===== src/pkg/tcc_pkg.sv =====
// ============================================================
// shared constants and types for the timer channel
package tcc_pkg;

  // ============================================================
  // register byte offsets
  localparam logic [7:0] OFF_CTRL   = 8'h00;
  localparam logic [7:0] OFF_MODE   = 8'h04;
  localparam logic [7:0] OFF_COUNT  = 8'h10;
  localparam logic [7:0] OFF_CMPA   = 8'h14;
  localparam logic [7:0] OFF_CMPB   = 8'h18;
  localparam logic [7:0] OFF_TOP    = 8'h1C;
  localparam logic [7:0] OFF_STATUS = 8'h20;
  localparam logic [7:0] OFF_IENSET = 8'h24;
  localparam logic [7:0] OFF_IENCLR = 8'h28;
  localparam logic [7:0] OFF_IMASK  = 8'h2C;

  // ============================================================
  // control command bits and status extras
  localparam int CTRL_CLK_ON   = 0;
  localparam int CTRL_CLK_OFF  = 1;
  localparam int CTRL_SW_TRIG  = 2;
  localparam int STAT_CLK_ON   = 16;
  localparam int STAT_STOPPED  = 17;

  // ============================================================
  // reset values
  localparam logic [31:0] MODE_RESET = 32'h0000_0000;
  localparam logic [15:0] CMP_RESET  = 16'h0000;
  localparam logic [7:0]  EVT_RESET  = 8'h00;

  // ============================================================
  // prescaler taps for internal clocks one to five (clk/2 .. clk/1024)
  localparam int PRE_WIDTH = 10;
  localparam int TAP_ONE   = 0;
  localparam int TAP_TWO   = 2;
  localparam int TAP_THREE = 4;
  localparam int TAP_FOUR  = 6;
  localparam int TAP_FIVE  = 9;

  // ============================================================
  // clock source and gating codes
  localparam logic [2:0] SRC_EXT_ZERO = 3'h5;
  localparam logic [1:0] GATE_NONE    = 2'h0;

  // waveform layout of the mode register, msb first
  typedef struct packed {
    logic [7:0] outBAction;
    logic [7:0] outAAction;
    logic       wave;
    logic [1:0] waveSel;
    logic       extTrigEn;
    logic [1:0] extEvtSel;
    logic [1:0] extEvtEdge;
    logic       disableOnTopMatch;
    logic       stopOnTopMatch;
    logic [1:0] gateSelect;
    logic       countEdgeInvert;
    logic [2:0] countSourceSelect;
  } tcc_mode_t;

  // channel event layout, shared by status, enable and mask
  typedef struct packed {
    logic extTrigger;
    logic loadB;
    logic loadA;
    logic matchTop;
    logic matchB;
    logic matchA;
    logic captureOverrun;
    logic countWrap;
  } tcc_evt_t;

endpackage : tcc_pkg


===== src/logic/tcc_clk_sel.sv =====
`timescale 1ns/10ps
// ============================================================
// counter clock source: prescaler, source mux, gating, edge pick
module tcc_clk_sel (
  // clock and reset
  input  wire logic       clk,
  input  wire logic       rst,
  // selection
  input  wire logic [2:0] srcSel,
  input  wire logic [1:0] gateSel,
  input  wire logic       edgeInv,
  // external clock inputs
  input  wire logic [2:0] extClk,
  // one-cycle count tick
  output logic            countTick
);

  logic [tcc_pkg::PRE_WIDTH-1:0] pre_reg;
  logic [tcc_pkg::PRE_WIDTH-1:0] pre_next;
  logic                          lvl_reg;
  logic                          lvl_next;
  logic [7:0]                    srcVec;
  logic                          selLvl;

  // free prescaler and the gated selected level
  always_comb begin
    pre_next = pre_reg + 1'b1;
    srcVec   = {extClk, pre_reg[tcc_pkg::TAP_FIVE], pre_reg[tcc_pkg::TAP_FOUR],
                pre_reg[tcc_pkg::TAP_THREE], pre_reg[tcc_pkg::TAP_TWO],
                pre_reg[tcc_pkg::TAP_ONE]};
    selLvl   = srcVec[srcSel];
    if (gateSel != tcc_pkg::GATE_NONE) begin
      selLvl = selLvl & extClk[gateSel - 2'd1];
    end
    lvl_next = selLvl;
  end

  always_ff @(posedge clk) begin
    if (rst) begin
      pre_reg <= '0;
      lvl_reg <= 1'b0;
    end else begin
      pre_reg <= pre_next;
      lvl_reg <= lvl_next;
    end
  end

  // rising edge, or falling edge when inverted
  assign countTick = edgeInv ? (lvl_reg & ~selLvl) : (~lvl_reg & selLvl);

endmodule : tcc_clk_sel


===== src/logic/tcc_irq.sv =====
`timescale 1ns/10ps
// ============================================================
// sticky event flags, mask bits and the level interrupt
module tcc_irq (
  // clock and reset
  input  wire logic             clk,
  input  wire logic             rst,
  // events and software actions
  input  wire tcc_pkg::tcc_evt_t evtPulse,
  input  wire logic             statusRead,
  input  wire logic             maskSetWr,
  input  wire logic             maskClrWr,
  input  wire logic [7:0]       maskData,
  // state
  output tcc_pkg::tcc_evt_t     flags,
  output tcc_pkg::tcc_evt_t     mask,
  output logic                  irq
);

  logic [7:0] flags_reg;
  logic [7:0] flags_next;
  logic [7:0] mask_reg;
  logic [7:0] mask_next;

  // flags clear on read, a new event wins; mask set and clear by ones
  always_comb begin
    flags_next = (statusRead ? 8'h00 : flags_reg) | evtPulse;
    mask_next  = mask_reg;
    if (maskSetWr) begin
      mask_next = mask_reg | maskData;
    end
    if (maskClrWr) begin
      mask_next = mask_reg & ~maskData;
    end
  end

  always_ff @(posedge clk) begin
    if (rst) begin
      flags_reg <= tcc_pkg::EVT_RESET;
      mask_reg  <= tcc_pkg::EVT_RESET;
    end else begin
      flags_reg <= flags_next;
      mask_reg  <= mask_next;
    end
  end

  assign flags = flags_reg;
  assign mask  = mask_reg;
  assign irq   = |(flags_reg & mask_reg);

endmodule : tcc_irq


===== src/logic/tcc_channel.sv =====
// Design decisions made here: strobed register access and the register addresses.
`timescale 1ns/10ps
// Notes on behaviour
// - three-bit source field: codes 0-4 internal clocks one-five, 5-7 external zero-two
// - edge invert 0 counts on rising edge, 1 on falling edge
// - gate field 00 ungated, else AND with external clock zero, one, two
// - stop-on-top-match set: counter clock stops when count reaches top compare
// - disable-on-top-match set: counter clock disabled when count reaches top compare
// - waveform mode register layout, readable and writable, valid while wave bit set
// - writing 1 to enable bit 2 enables compare-A interrupt; 0 no effect
// - writing 1 to enable bit 3 enables compare-B interrupt; 0 no effect
// - writing 1 to enable bit 4 enables top-match interrupt; 0 no effect
// - writing 1 to enable bit 5 enables load-A interrupt; 0 no effect
// - writing 1 to enable bit 6 enables load-B interrupt; 0 no effect
// - writing 1 to enable bit 7 enables external trigger interrupt; 0 no effect
// - writing 1 to wrap enable bit enables counter overflow interrupt
// - writing 1 to overrun enable bit enables load overrun interrupt
module tcc_channel #(
  parameter int CNT_WIDTH = 16
) (
  // clock and reset
  input  wire logic                 clk,
  input  wire logic                 rst,
  // register port
  input  wire logic [7:0]           regAddr,
  input  wire logic [31:0]          regWrData,
  input  wire logic                 regWrEn,
  input  wire logic                 regRdEn,
  output logic      [31:0]          regRdData,
  // external clocks and events
  input  wire logic [2:0]           extClk,
  input  wire logic                 extTrigIn,
  input  wire logic [1:0]           loadEvt,
  // status outputs
  output logic      [CNT_WIDTH-1:0] countValue,
  output logic                      clockRunning,
  output logic                      irq
);

  // ============================================================
  // state
  tcc_pkg::tcc_mode_t   mode_reg;
  tcc_pkg::tcc_mode_t   mode_next;
  logic [CNT_WIDTH-1:0] cmpA_reg;
  logic [CNT_WIDTH-1:0] cmpA_next;
  logic [CNT_WIDTH-1:0] cmpB_reg;
  logic [CNT_WIDTH-1:0] cmpB_next;
  logic [CNT_WIDTH-1:0] top_reg;
  logic [CNT_WIDTH-1:0] top_next;
  logic [CNT_WIDTH-1:0] cnt_reg;
  logic [CNT_WIDTH-1:0] cnt_next;
  logic                 clkOn_reg;
  logic                 clkOn_next;
  logic                 stopped_reg;
  logic                 stopped_next;
  logic [31:0]          rdData_reg;
  logic [31:0]          rdData_next;

  // ============================================================
  // decode and internal nets
  logic                 wrCtrl;
  logic                 wrMode;
  logic                 wrCmpA;
  logic                 wrCmpB;
  logic                 wrTop;
  logic                 wrIenSet;
  logic                 wrIenClr;
  logic                 rdStatus;
  logic                 countTick;
  logic                 advance;
  logic                 trigger;
  logic                 topHit;
  tcc_pkg::tcc_evt_t    evt;
  tcc_pkg::tcc_evt_t    flags;
  tcc_pkg::tcc_evt_t    mask;
  logic                 swTrig;
  logic                 hwTrig;
  logic                 clkOnCmd;
  logic                 clkOffCmd;
  logic                 step;
  logic                 hitA;
  logic                 hitB;
  logic                 wrapHit;
  logic                 ovrA;
  logic                 ovrB;

  // ============================================================
  // mode fields in use
  logic [2:0]           srcSel;
  logic [1:0]           gateSel;
  logic                 edgeInv;
  logic                 stopOnTop;
  logic                 disOnTop;
  logic                 extTrigEn;

  // write strobe for one offset
  function automatic logic hitWr(input logic [7:0] a, input logic [7:0] off,
                                 input logic we);
    hitWr = we && (a == off);
  endfunction : hitWr

  // zero-extend a counter-width value to a bus word
  function automatic logic [31:0] toWord(input logic [CNT_WIDTH-1:0] v);
    toWord = 32'(v);
  endfunction : toWord

  // a counted step that lands on a compare value
  function automatic logic reach(input logic s, input logic [CNT_WIDTH-1:0] v,
                                 input logic [CNT_WIDTH-1:0] c);
    reach = s && (v == c);
  endfunction : reach

  // ============================================================
  // address decode
  assign wrCtrl   = hitWr(regAddr, tcc_pkg::OFF_CTRL, regWrEn);
  assign wrMode   = hitWr(regAddr, tcc_pkg::OFF_MODE, regWrEn);
  assign wrCmpA   = hitWr(regAddr, tcc_pkg::OFF_CMPA, regWrEn);
  assign wrCmpB   = hitWr(regAddr, tcc_pkg::OFF_CMPB, regWrEn);
  assign wrTop    = hitWr(regAddr, tcc_pkg::OFF_TOP, regWrEn);
  assign wrIenSet = hitWr(regAddr, tcc_pkg::OFF_IENSET, regWrEn);
  assign wrIenClr = hitWr(regAddr, tcc_pkg::OFF_IENCLR, regWrEn);
  assign rdStatus = hitWr(regAddr, tcc_pkg::OFF_STATUS, regRdEn);

  // ============================================================
  // mode fields that steer the counter
  assign srcSel    = mode_reg.countSourceSelect;
  assign gateSel   = mode_reg.gateSelect;
  assign edgeInv   = mode_reg.countEdgeInvert;
  assign stopOnTop = mode_reg.stopOnTopMatch;
  assign disOnTop  = mode_reg.disableOnTopMatch;
  assign extTrigEn = mode_reg.extTrigEn;

  // ============================================================
  // counter clock selection
  tcc_clk_sel u_clkSel (
    .clk       (clk),
    .rst       (rst),
    .srcSel    (srcSel),
    .gateSel   (gateSel),
    .edgeInv   (edgeInv),
    .extClk    (extClk),
    .countTick (countTick)
  );

  // ============================================================
  // trigger and counting
  // software trigger, or the external trigger when enabled
  assign swTrig    = wrCtrl && regWrData[tcc_pkg::CTRL_SW_TRIG];
  assign hwTrig    = extTrigIn && extTrigEn;
  assign trigger   = swTrig || hwTrig;
  // clock on and off commands from the control word
  assign clkOnCmd  = wrCtrl && regWrData[tcc_pkg::CTRL_CLK_ON];
  assign clkOffCmd = wrCtrl && regWrData[tcc_pkg::CTRL_CLK_OFF];
  // counter advances on a selected edge while enabled and not stopped
  assign advance   = countTick && clkOn_reg && !stopped_reg;
  // a step no trigger overrides, and the compare values it lands on
  assign step      = advance && !trigger;
  assign topHit    = reach(step, cnt_next, top_reg);
  assign hitA      = reach(step, cnt_next, cmpA_reg);
  assign hitB      = reach(step, cnt_next, cmpB_reg);
  assign wrapHit   = step && (cnt_reg == '1);
  // a load while its previous load flag is still pending
  assign ovrA      = loadEvt[0] && flags.loadA;
  assign ovrB      = loadEvt[1] && flags.loadB;

  // next counter value
  always_comb begin
    cnt_next = cnt_reg;
    if (trigger) begin
      cnt_next = '0;
    end else if (advance) begin
      cnt_next = cnt_reg + 1'b1;
    end
  end

  // clock enable: off command beats on, on beats disable-on-top
  always_comb begin
    clkOn_next = clkOn_reg;
    if (topHit && disOnTop) begin
      clkOn_next = 1'b0;
    end
    if (clkOnCmd) begin
      clkOn_next = 1'b1;
    end
    if (clkOffCmd) begin
      clkOn_next = 1'b0;
    end
  end

  // stop state: cleared by a trigger, a top match with stop set wins
  always_comb begin
    stopped_next = stopped_reg;
    if (trigger) begin
      stopped_next = 1'b0;
    end
    if (topHit && stopOnTop) begin
      stopped_next = 1'b1;
    end
  end

  // ============================================================
  // event pulses
  always_comb begin
    evt                = '0;
    evt.countWrap      = wrapHit;
    evt.matchA         = hitA;
    evt.matchB         = hitB;
    evt.matchTop       = topHit;
    evt.loadA          = loadEvt[0];
    evt.loadB          = loadEvt[1];
    evt.captureOverrun = ovrA || ovrB;
    evt.extTrigger     = extTrigIn;
  end

  // ============================================================
  // flags, mask and interrupt
  tcc_irq u_irq (
    .clk        (clk),
    .rst        (rst),
    .evtPulse   (evt),
    .statusRead (rdStatus),
    .maskSetWr  (wrIenSet),
    .maskClrWr  (wrIenClr),
    .maskData   (regWrData[7:0]),
    .flags      (flags),
    .mask       (mask),
    .irq        (irq)
  );

  // ============================================================
  // configuration registers
  always_comb begin
    mode_next = mode_reg;
    cmpA_next = cmpA_reg;
    cmpB_next = cmpB_reg;
    top_next  = top_reg;
    if (wrMode) begin
      mode_next = regWrData;
    end
    if (wrCmpA) begin
      cmpA_next = regWrData[CNT_WIDTH-1:0];
    end
    if (wrCmpB) begin
      cmpB_next = regWrData[CNT_WIDTH-1:0];
    end
    if (wrTop) begin
      top_next = regWrData[CNT_WIDTH-1:0];
    end
  end

  // ============================================================
  // read data, one cycle after the strobe; unmapped reads zero
  always_comb begin
    rdData_next = 32'h0000_0000;
    if (regRdEn) begin
      case (regAddr)
        tcc_pkg::OFF_MODE: begin
          rdData_next = mode_reg;
        end
        tcc_pkg::OFF_COUNT: begin
          rdData_next = toWord(cnt_reg);
        end
        tcc_pkg::OFF_CMPA: begin
          rdData_next = toWord(cmpA_reg);
        end
        tcc_pkg::OFF_CMPB: begin
          rdData_next = toWord(cmpB_reg);
        end
        tcc_pkg::OFF_TOP: begin
          rdData_next = toWord(top_reg);
        end
        tcc_pkg::OFF_STATUS: begin
          rdData_next                         = 32'(flags);
          rdData_next[tcc_pkg::STAT_CLK_ON]   = clkOn_reg;
          rdData_next[tcc_pkg::STAT_STOPPED]  = stopped_reg;
        end
        tcc_pkg::OFF_IMASK: begin
          rdData_next = 32'(mask);
        end
        default: begin
          rdData_next = 32'h0000_0000;
        end
      endcase
    end
  end

  // ============================================================
  // registers
  // counter
  always_ff @(posedge clk) begin
    if (rst) begin
      cnt_reg <= '0;
    end else begin
      cnt_reg <= cnt_next;
    end
  end

  // clock enable
  always_ff @(posedge clk) begin
    if (rst) begin
      clkOn_reg <= 1'b0;
    end else begin
      clkOn_reg <= clkOn_next;
    end
  end

  // stop state
  always_ff @(posedge clk) begin
    if (rst) begin
      stopped_reg <= 1'b0;
    end else begin
      stopped_reg <= stopped_next;
    end
  end

  // configuration
  always_ff @(posedge clk) begin
    if (rst) begin
      mode_reg <= tcc_pkg::MODE_RESET;
      cmpA_reg <= CNT_WIDTH'(tcc_pkg::CMP_RESET);
      cmpB_reg <= CNT_WIDTH'(tcc_pkg::CMP_RESET);
      top_reg  <= CNT_WIDTH'(tcc_pkg::CMP_RESET);
    end else begin
      mode_reg <= mode_next;
      cmpA_reg <= cmpA_next;
      cmpB_reg <= cmpB_next;
      top_reg  <= top_next;
    end
  end

  // read data
  always_ff @(posedge clk) begin
    if (rst) begin
      rdData_reg <= 32'h0000_0000;
    end else begin
      rdData_reg <= rdData_next;
    end
  end

  // ============================================================
  // outputs
  assign regRdData    = rdData_reg;
  assign countValue   = cnt_reg;
  assign clockRunning = clkOn_reg && !stopped_reg;

endmodule : tcc_channel


===== config.mk =====
export PLATFORM = sky130hd
export DESIGN_NAME = tcc_channel
export DESIGN_NICKNAME = d
export VERILOG_FILES = /design/src/pkg/tcc_pkg.sv /design/src/logic/tcc_clk_sel.sv /design/src/logic/tcc_irq.sv /design/src/logic/tcc_channel.sv
export SDC_FILE = /design/constraint.sdc
export NUM_CORES = 1
export LEC_CHECK = 0
export ABC_AREA = 1
export BUFFER_PORTS_ARGS = -buffer_cell sky130_fd_sc_hd__buf_2
export CAP_MARGIN = 20
export CORE_AREA = 2 2 113 115
export CTS_CLUSTER_SIZE = 10
export DETAILED_ROUTE_END_ITERATION = 8
export DIE_AREA = 0 0 115 117
export PLACE_DENSITY = 0.87
export SETUP_SLACK_MARGIN = 0.5
export SYNTH_ARGS = -nofsm -noshare
export SYNTH_HDL_FRONTEND = slang
export SYNTH_SLANG_ARGS = --single-unit

===== constraint.sdc =====
create_clock -name clk -period 5.8 [get_ports clk]
set_input_delay 0 -clock clk [delete_from_list [all_inputs] [get_ports clk]]
set_output_delay 0 -clock clk [all_outputs]
set_load 0.01 [all_outputs]

Word level (Yosys, flattened, before mapping)
Index checks and enable logic that the tools add are counted.
{ "word_totals": {"register_bits": 157, "latch_bits": 0, "ramBits": 0, "rom_bits": 0, "out_inout_bits": 50, "memories": 0} }
{ "classes": {"add_sub_neg": 3, "multipliers": 0, "div_mod_pow": 0, "n_lt_le_gt_ge": 2, "n_eq_ne": 13, "shifts": 0, "muxes": 16, "bitwise_logic": 11, "reduce_logical": 36} }
{ "op_table": {"columns": ["op", "n"], "rows": [
  ["$pmux W32 S7", 1],
  ["$eq A16 B16 Y1", 3],
  ["$eq A8 B5 Y1 const B", 4],
  ["$eq A8 B6 Y1 const B", 4],
  ["$mux W16", 2],
  ["$logic_and A1 B1 Y1", 24],
  ["$mux W8", 3],
  ["$add A16 B1 Y16 const B", 1],
  ["$and A8 B8 Y8", 2],
  ["$eq A16 B16 Y1 const B", 1],
  ["$or A8 B8 Y8", 2],
  ["$add A10 B1 Y10 const B", 1],
  ["$eq A8 B3 Y1 const B", 1],
  ["$logic_not A8 Y1", 1],
  ["$mux W1", 8],
  ["$not A8 Y8", 1],
  ["$reduce_bool A2 Y1", 4],
  ["$reduce_or A8 Y1", 1],
  ["$lt A3 B4 Y1 const B", 1],
  ["$reduce_or A2 Y1", 2],
  ["$and A1 B1 Y1", 3],
  ["$bmux W1 S3", 1],
  ["$lt A2 B3 Y1 const B", 1],
  ["$not A1 Y1", 3],
  ["4 further kinds", 6]
]} }

Longest topological paths before layout
{ "depth": {"depth_word": 17, "ltp_mapped": 20, "depth_no_buf": 19} }

Cells and area by module
From an unflattened synthesis, not the netlist that was laid out.
{ "unflattened": {"hier_cells": 1064, "hier_area_um2": 7480.9} }
{ "modules_own_cells": {"columns": ["mod", "n_inst", "cells_each", "area_per_inst_um2", "seq_area_each_um2"], "rows": [
  ["tcc_channel", 1, 893, 6273.5, 2602.5],
  ["tcc_irq", 1, 84, 620.6, 320.3],
  ["tcc_clk_sel", 1, 87, 586.8, 220.2]
]} }

Least setup slack after synthesis
No wires, ideal clock.
{ "synth_timing": {"path_kind": "reg-to-reg", "start": "register mode_reg (netlist bit gateSel[0])", "end": "register clkOn_reg", "arrival_ns": 2.161, "slack_ns": 3.523, "stages_incl_launch_ff": 19, "n_path_buf": 1, "path_cell_list": "dfxtp_1 inv_1 ha_1 o21ai_0 o21ai_2 nand2_4 nand2_4 nand3_4 buf_6 o21ai_2 nand2_2 nand2_1 nand2_1 nor2_1 nand2_1 nor2_2 nand3_1 nand2_1 a21oi_1"} }
{ "synth_between": {"elab_chain_len": 16, "elab_cells_between_ends": 19} }
{ "synth_lines": {"columns": ["item", "line_no", "text"], "rows": [
  ["start, declared", "tcc_channel.sv:42", "tcc_pkg::tcc_mode_t mode_reg;"],
  ["start signal, assigned", "tcc_channel.sv:319", "mode_reg <= tcc_pkg::MODE_RESET;"],
  ["start signal, assigned", "tcc_channel.sv:324", "mode_reg <= mode_next;"],
  ["$sub A2 B1 Y2", "tcc_clk_sel.sv:33", "selLvl = selLvl & extClk[gateSel - 2'd1];"],
  ["$bmux W1 S2", "tcc_clk_sel.sv:33", null],
  ["$mux W1 (implied by the code)", "tcc_clk_sel.sv:33", null],
  ["$and A1 B1 Y1", "tcc_clk_sel.sv:33", null],
  ["$mux W1 *", "tcc_clk_sel.sv:32", "if (gateSel != tcc_pkg::GATE_NONE) begin"],
  ["$not A1 Y1", "tcc_clk_sel.sv:49", "assign countTick = edgeInv ? (lvl_reg & ~selLvl) : (~lvl_reg & selLvl);"],
  ["$and A1 B1 Y1", "tcc_clk_sel.sv:49", null],
  ["$mux W1 *", "tcc_clk_sel.sv:49", null],
  ["$logic_and A1 B1 Y1 * (2 in a row)", "tcc_channel.sv:155", "assign advance = countTick && clkOn_reg && !stopped_reg;"],
  ["$mux W16", "tcc_channel.sv:171", "end else if (advance) begin"],
  ["$mux W16", "tcc_channel.sv:169", "if (trigger) begin"],
  ["$eq A16 B16 Y1", "tcc_channel.sv:110", "reach = s && (v == c);"],
  ["$logic_and A1 B1 Y1 *", "tcc_channel.sv:110", null],
  ["$logic_and A1 B1 Y1 *", "tcc_channel.sv:179", "if (topHit && disOnTop) begin"],
  ["$reduce_bool A2 Y1 (no line) *", null, null],
  ["end signal, assigned", "tcc_channel.sv:303", "clkOn_reg <= clkOn_next;"],
  ["end, declared", "tcc_channel.sv:52", "logic clkOn_reg;"]
]} }
Every way passes the cells marked *; elsewhere a longest branch is shown, timed or not. The select of a mux whose other input is x is not followed.
A chain may end at the register's enable or synchronous reset.

Worst setup path after layout
Same ends and word-level chain as after synthesis.

==> results.json <==
{
  "status": "finished clean",
  "cpLargestDelayFamily": "simple AND/OR/NAND/NOR gates",
  "critical-path-slowest-cell": "dfxtp_1",
  "period_needed_ns": 2.94,
  "hold_class": "primary input to flip-flop",
  "synth_seq_cells": 157,
  "final_cell_mix": "nand2_1 (195), dfxtp_1 (157), nor2_1 (133), inv_1 (111), a21oi_1 (100)",
  "use_met2_pct": 60.1,
  "core_mm2": 0.0123,
  "slew_headroom_pct": 25.0,
  "layout_commonest_cell": "nand2_1",
  "ios": 100,
  "busiest_layer": "met2",
  "fin_util_pct": 71.9,
  "wl_mm": 24.3,
  "initial_utilization_pct": 59.7,
  "syn_inst": 1041,
  "drt_iter0_drc": 975,
  "crit_arrival_ns": 3.26,
  "grt.overflow.total": 0,
  "wl_per_cell_um": 18.4,
  "rr_worst_depth": 17,
  "worst_slew_pin_slew_ns": 1.12,
  "layout-drive-gt1-share_pct": 14.2,
  "power_density_mw_per_mm2": 262,
  "crit_path_end_kind": "flip-flop",
  "finClkSkew_ns": 0.00726,
  "ys_seq_area_share_pct": 42.8,
  "num_rows": 41,
  "cp_num_cells": 17,
  "p_leak_nw": 3.53,
  "clk_latency_ns": 0.43,
  "cts_tree": "done",
  "clock-root-buffer": "clkbuf_16",
  "clock-sinks": 157,
  "crit_required_ns": 6.12,
  "crit_top_cell": "nand2_1",
  "antenna_cells": 0,
  "fmax_ghz": 0.340,
  "drv_slew": 0,
  "syn-cell-area_mm2": 0.00735,
  "setup_tns_ns": 0,
  "area_growth_pct": 20.5,
  "cts_buffers": 17,
  "worstPathCellList": "inv_1 > ha_1 > o21ai_0 > o21ai_2 > nand2_4 > nand2_4 > nand3_4 > o21ai_1 > nand2_1 > nand2_1 > nand2_1 > nor2_1 > nand2_1 > nor2_2 > nand3_1 > nand2_1 > a21oi_1",
  "crit_buf_inv": 1,
  "track_usage_pct": 36.5,
  "die_area_mm2": 0.0135,
  "synth_cell_types": 39,
  "cts_max_path_buffers": 2,
  "drtAntennaViolNets": 0,
  "synth_nets": 1094,
  "largest_reg_flops": 32,
  "num_vias": 7998,
  "path_clk_slew_ns": 0.06,
  "critPathMaxFanout": 19,
  "die_x_um": 115,
  "drc": 0,
  "fin_ws_ns": 2.86,
  "viasPerCell": 6.05,
  "power.total_w": 0.00232,
  "holdPathStages": 4,
  "ys_warn_count": 0,
  "rsz0062_at_grt": "false",
  "ir_drop_v": 0.000227,
  "grt_max_degree": 74,
  "place.gp.congestion": 1.04,
  "maxCapViolCount": 0,
  "async_reset_ff_share_pct": 0,
  "crit_type": "flip-flop to flip-flop",
  "post-route-period-util_pct": 50.8,
  "worstSetupStartpointType": "flip-flop",
  "first_pass_iters": 7,
  "antenna_found_initial": 0,
  "synth_area_per_cell_um2": 7.06,
  "first_global_vias": 7569,
  "reg2reg_slack_ns": 2.86,
  "synth_edf_count": 0,
  "met1_usage_pct": 46.0,
  "timing.hold.ws_ns": 0.0625,
  "post-dp-hpwl_mm": 15.9,
  "use_met3_pct": 8.55,
  "final_nets": 1212,
  "crit_path_max_incr_delay_ns": 0.40,
  "post-place-ws_ns": 3.00,
  "synth_ff_type": "dfxtp_1",
  "setup_violations": 0,
  "port_buffers": 99,
  "ctsHtreeMaxLevel": 4,
  "die_h_um": 117,
  "hold_viol_final": 0,
  "grt_pass1_wl_mm": 38.1
}
report_power, final:
group | internal [W] | switching (W) | total [W] | leakage [nW]
Clock | 0.000641 | 0.000485 | 0.00113 | 0.287
Sequential | 0.00108 | 0.00000412 | 0.00109 | 1.27
Combinational | 0.0000418 | 0.0000621 | 0.000104 | 1.97
Total | 0.00177 | 0.000552 | 0.00232 | 3.53
worst paths after layout:
check,endpoint,from
min,regRdData[0]$_SDFF_PP0_,regAddr[4]
max,clkOn_reg$_SDFFE_PP0P_,gateSel[0]$_SDFFE_PP0P_
max reg2reg,clkOn_reg$_SDFFE_PP0P_,gateSel[0]$_SDFFE_PP0P_
min reg2reg,regRdData[18]$_SDFF_PP0_,mode_reg[18]$_SDFFE_PP0P_
cell usage after synthesis (7+ instances only):
library cell  count  share of area [%]
nand2_1         195                 10
dfxtp_1         157                 43
nor2_1          133                6.8
inv_1           111                5.7
a21oi_1         100                6.8
o21ai_0          83                5.7
nand3_1          59                4.0
clkbuf_1         37                1.9
xor2_1           23                2.7
nor3_1           20                1.4
nand4_1          19                1.6
o22ai_1          19                1.6
a221oi_1         12                1.4
a31oi_1           8               0.68
o21a_1            8               0.82
nand2_2           7               0.60
area by class of cell:
| cell class | instances | area, um^2 |
|---|---|---|
| Clock buffer | 17 | 425 |
| Clock inverter | 15 | 159 |
| Fill cell | 949 | 3460 |
| Inverter | 115 | 432 |
| Multi-Input combinational cell | 725 | 3590 |
| Sequential cell | 157 | 3140 |
| Tap cell | 150 | 188 |
| Timing Repair Buffer | 143 | 916 |
per-layer routing:
| layer | routed length (um) | vias to the layer above |
|---|---|---|
| met5 | 0 | - |
| met4 | 946 | 0 |
| met3 | 2730 | 101 |
| met2 | 11200 | 545 |
| met1 | 9430 | 3664 |
| li1 | - | 3688 |
worst reg2reg max path, stage by stage (launching register included):
cell and delay, ns:
dfxtp_1 0.40, inv_1 0.08, ha_1 0.29, o21ai_0 0.10, o21ai_2 0.32, nand2_4 0.10
nand2_4 0.16, nand3_4 0.24, o21ai_1 0.29, nand2_1 0.18, nand2_1 0.11, nand2_1 0.05
nor2_1 0.11, nand2_1 0.08, nor2_2 0.14, nand3_1 0.09, nand2_1 0.07, a21oi_1 0.06
kinds of logic after synthesis:
kind of cell,share of synthesized area [%]
buf+inv,8.40
compound gates,18.8
simple gates,26.7
fa+ha+maj,0.511
flops,42.8
xor+xnor,2.86
through the flow:
step | cells | instance area [um^2]
after floorplan | 1041 | 7350
after global placement | 1254 | 7910
after detailed placement | 1254 | 7910
after CTS | 1322 | 8850
after global routing | 1322 | 8850
final | 1322 | 8850
what timing repair did:
action | in CTS | in global routing
buffers inserted | 0 | 0
gates resized for setup | 0 | 0
endpoints found under the hold margin | 96 | 0
hold buffers | 36 | 0
(Power assumes the default switching activity.)
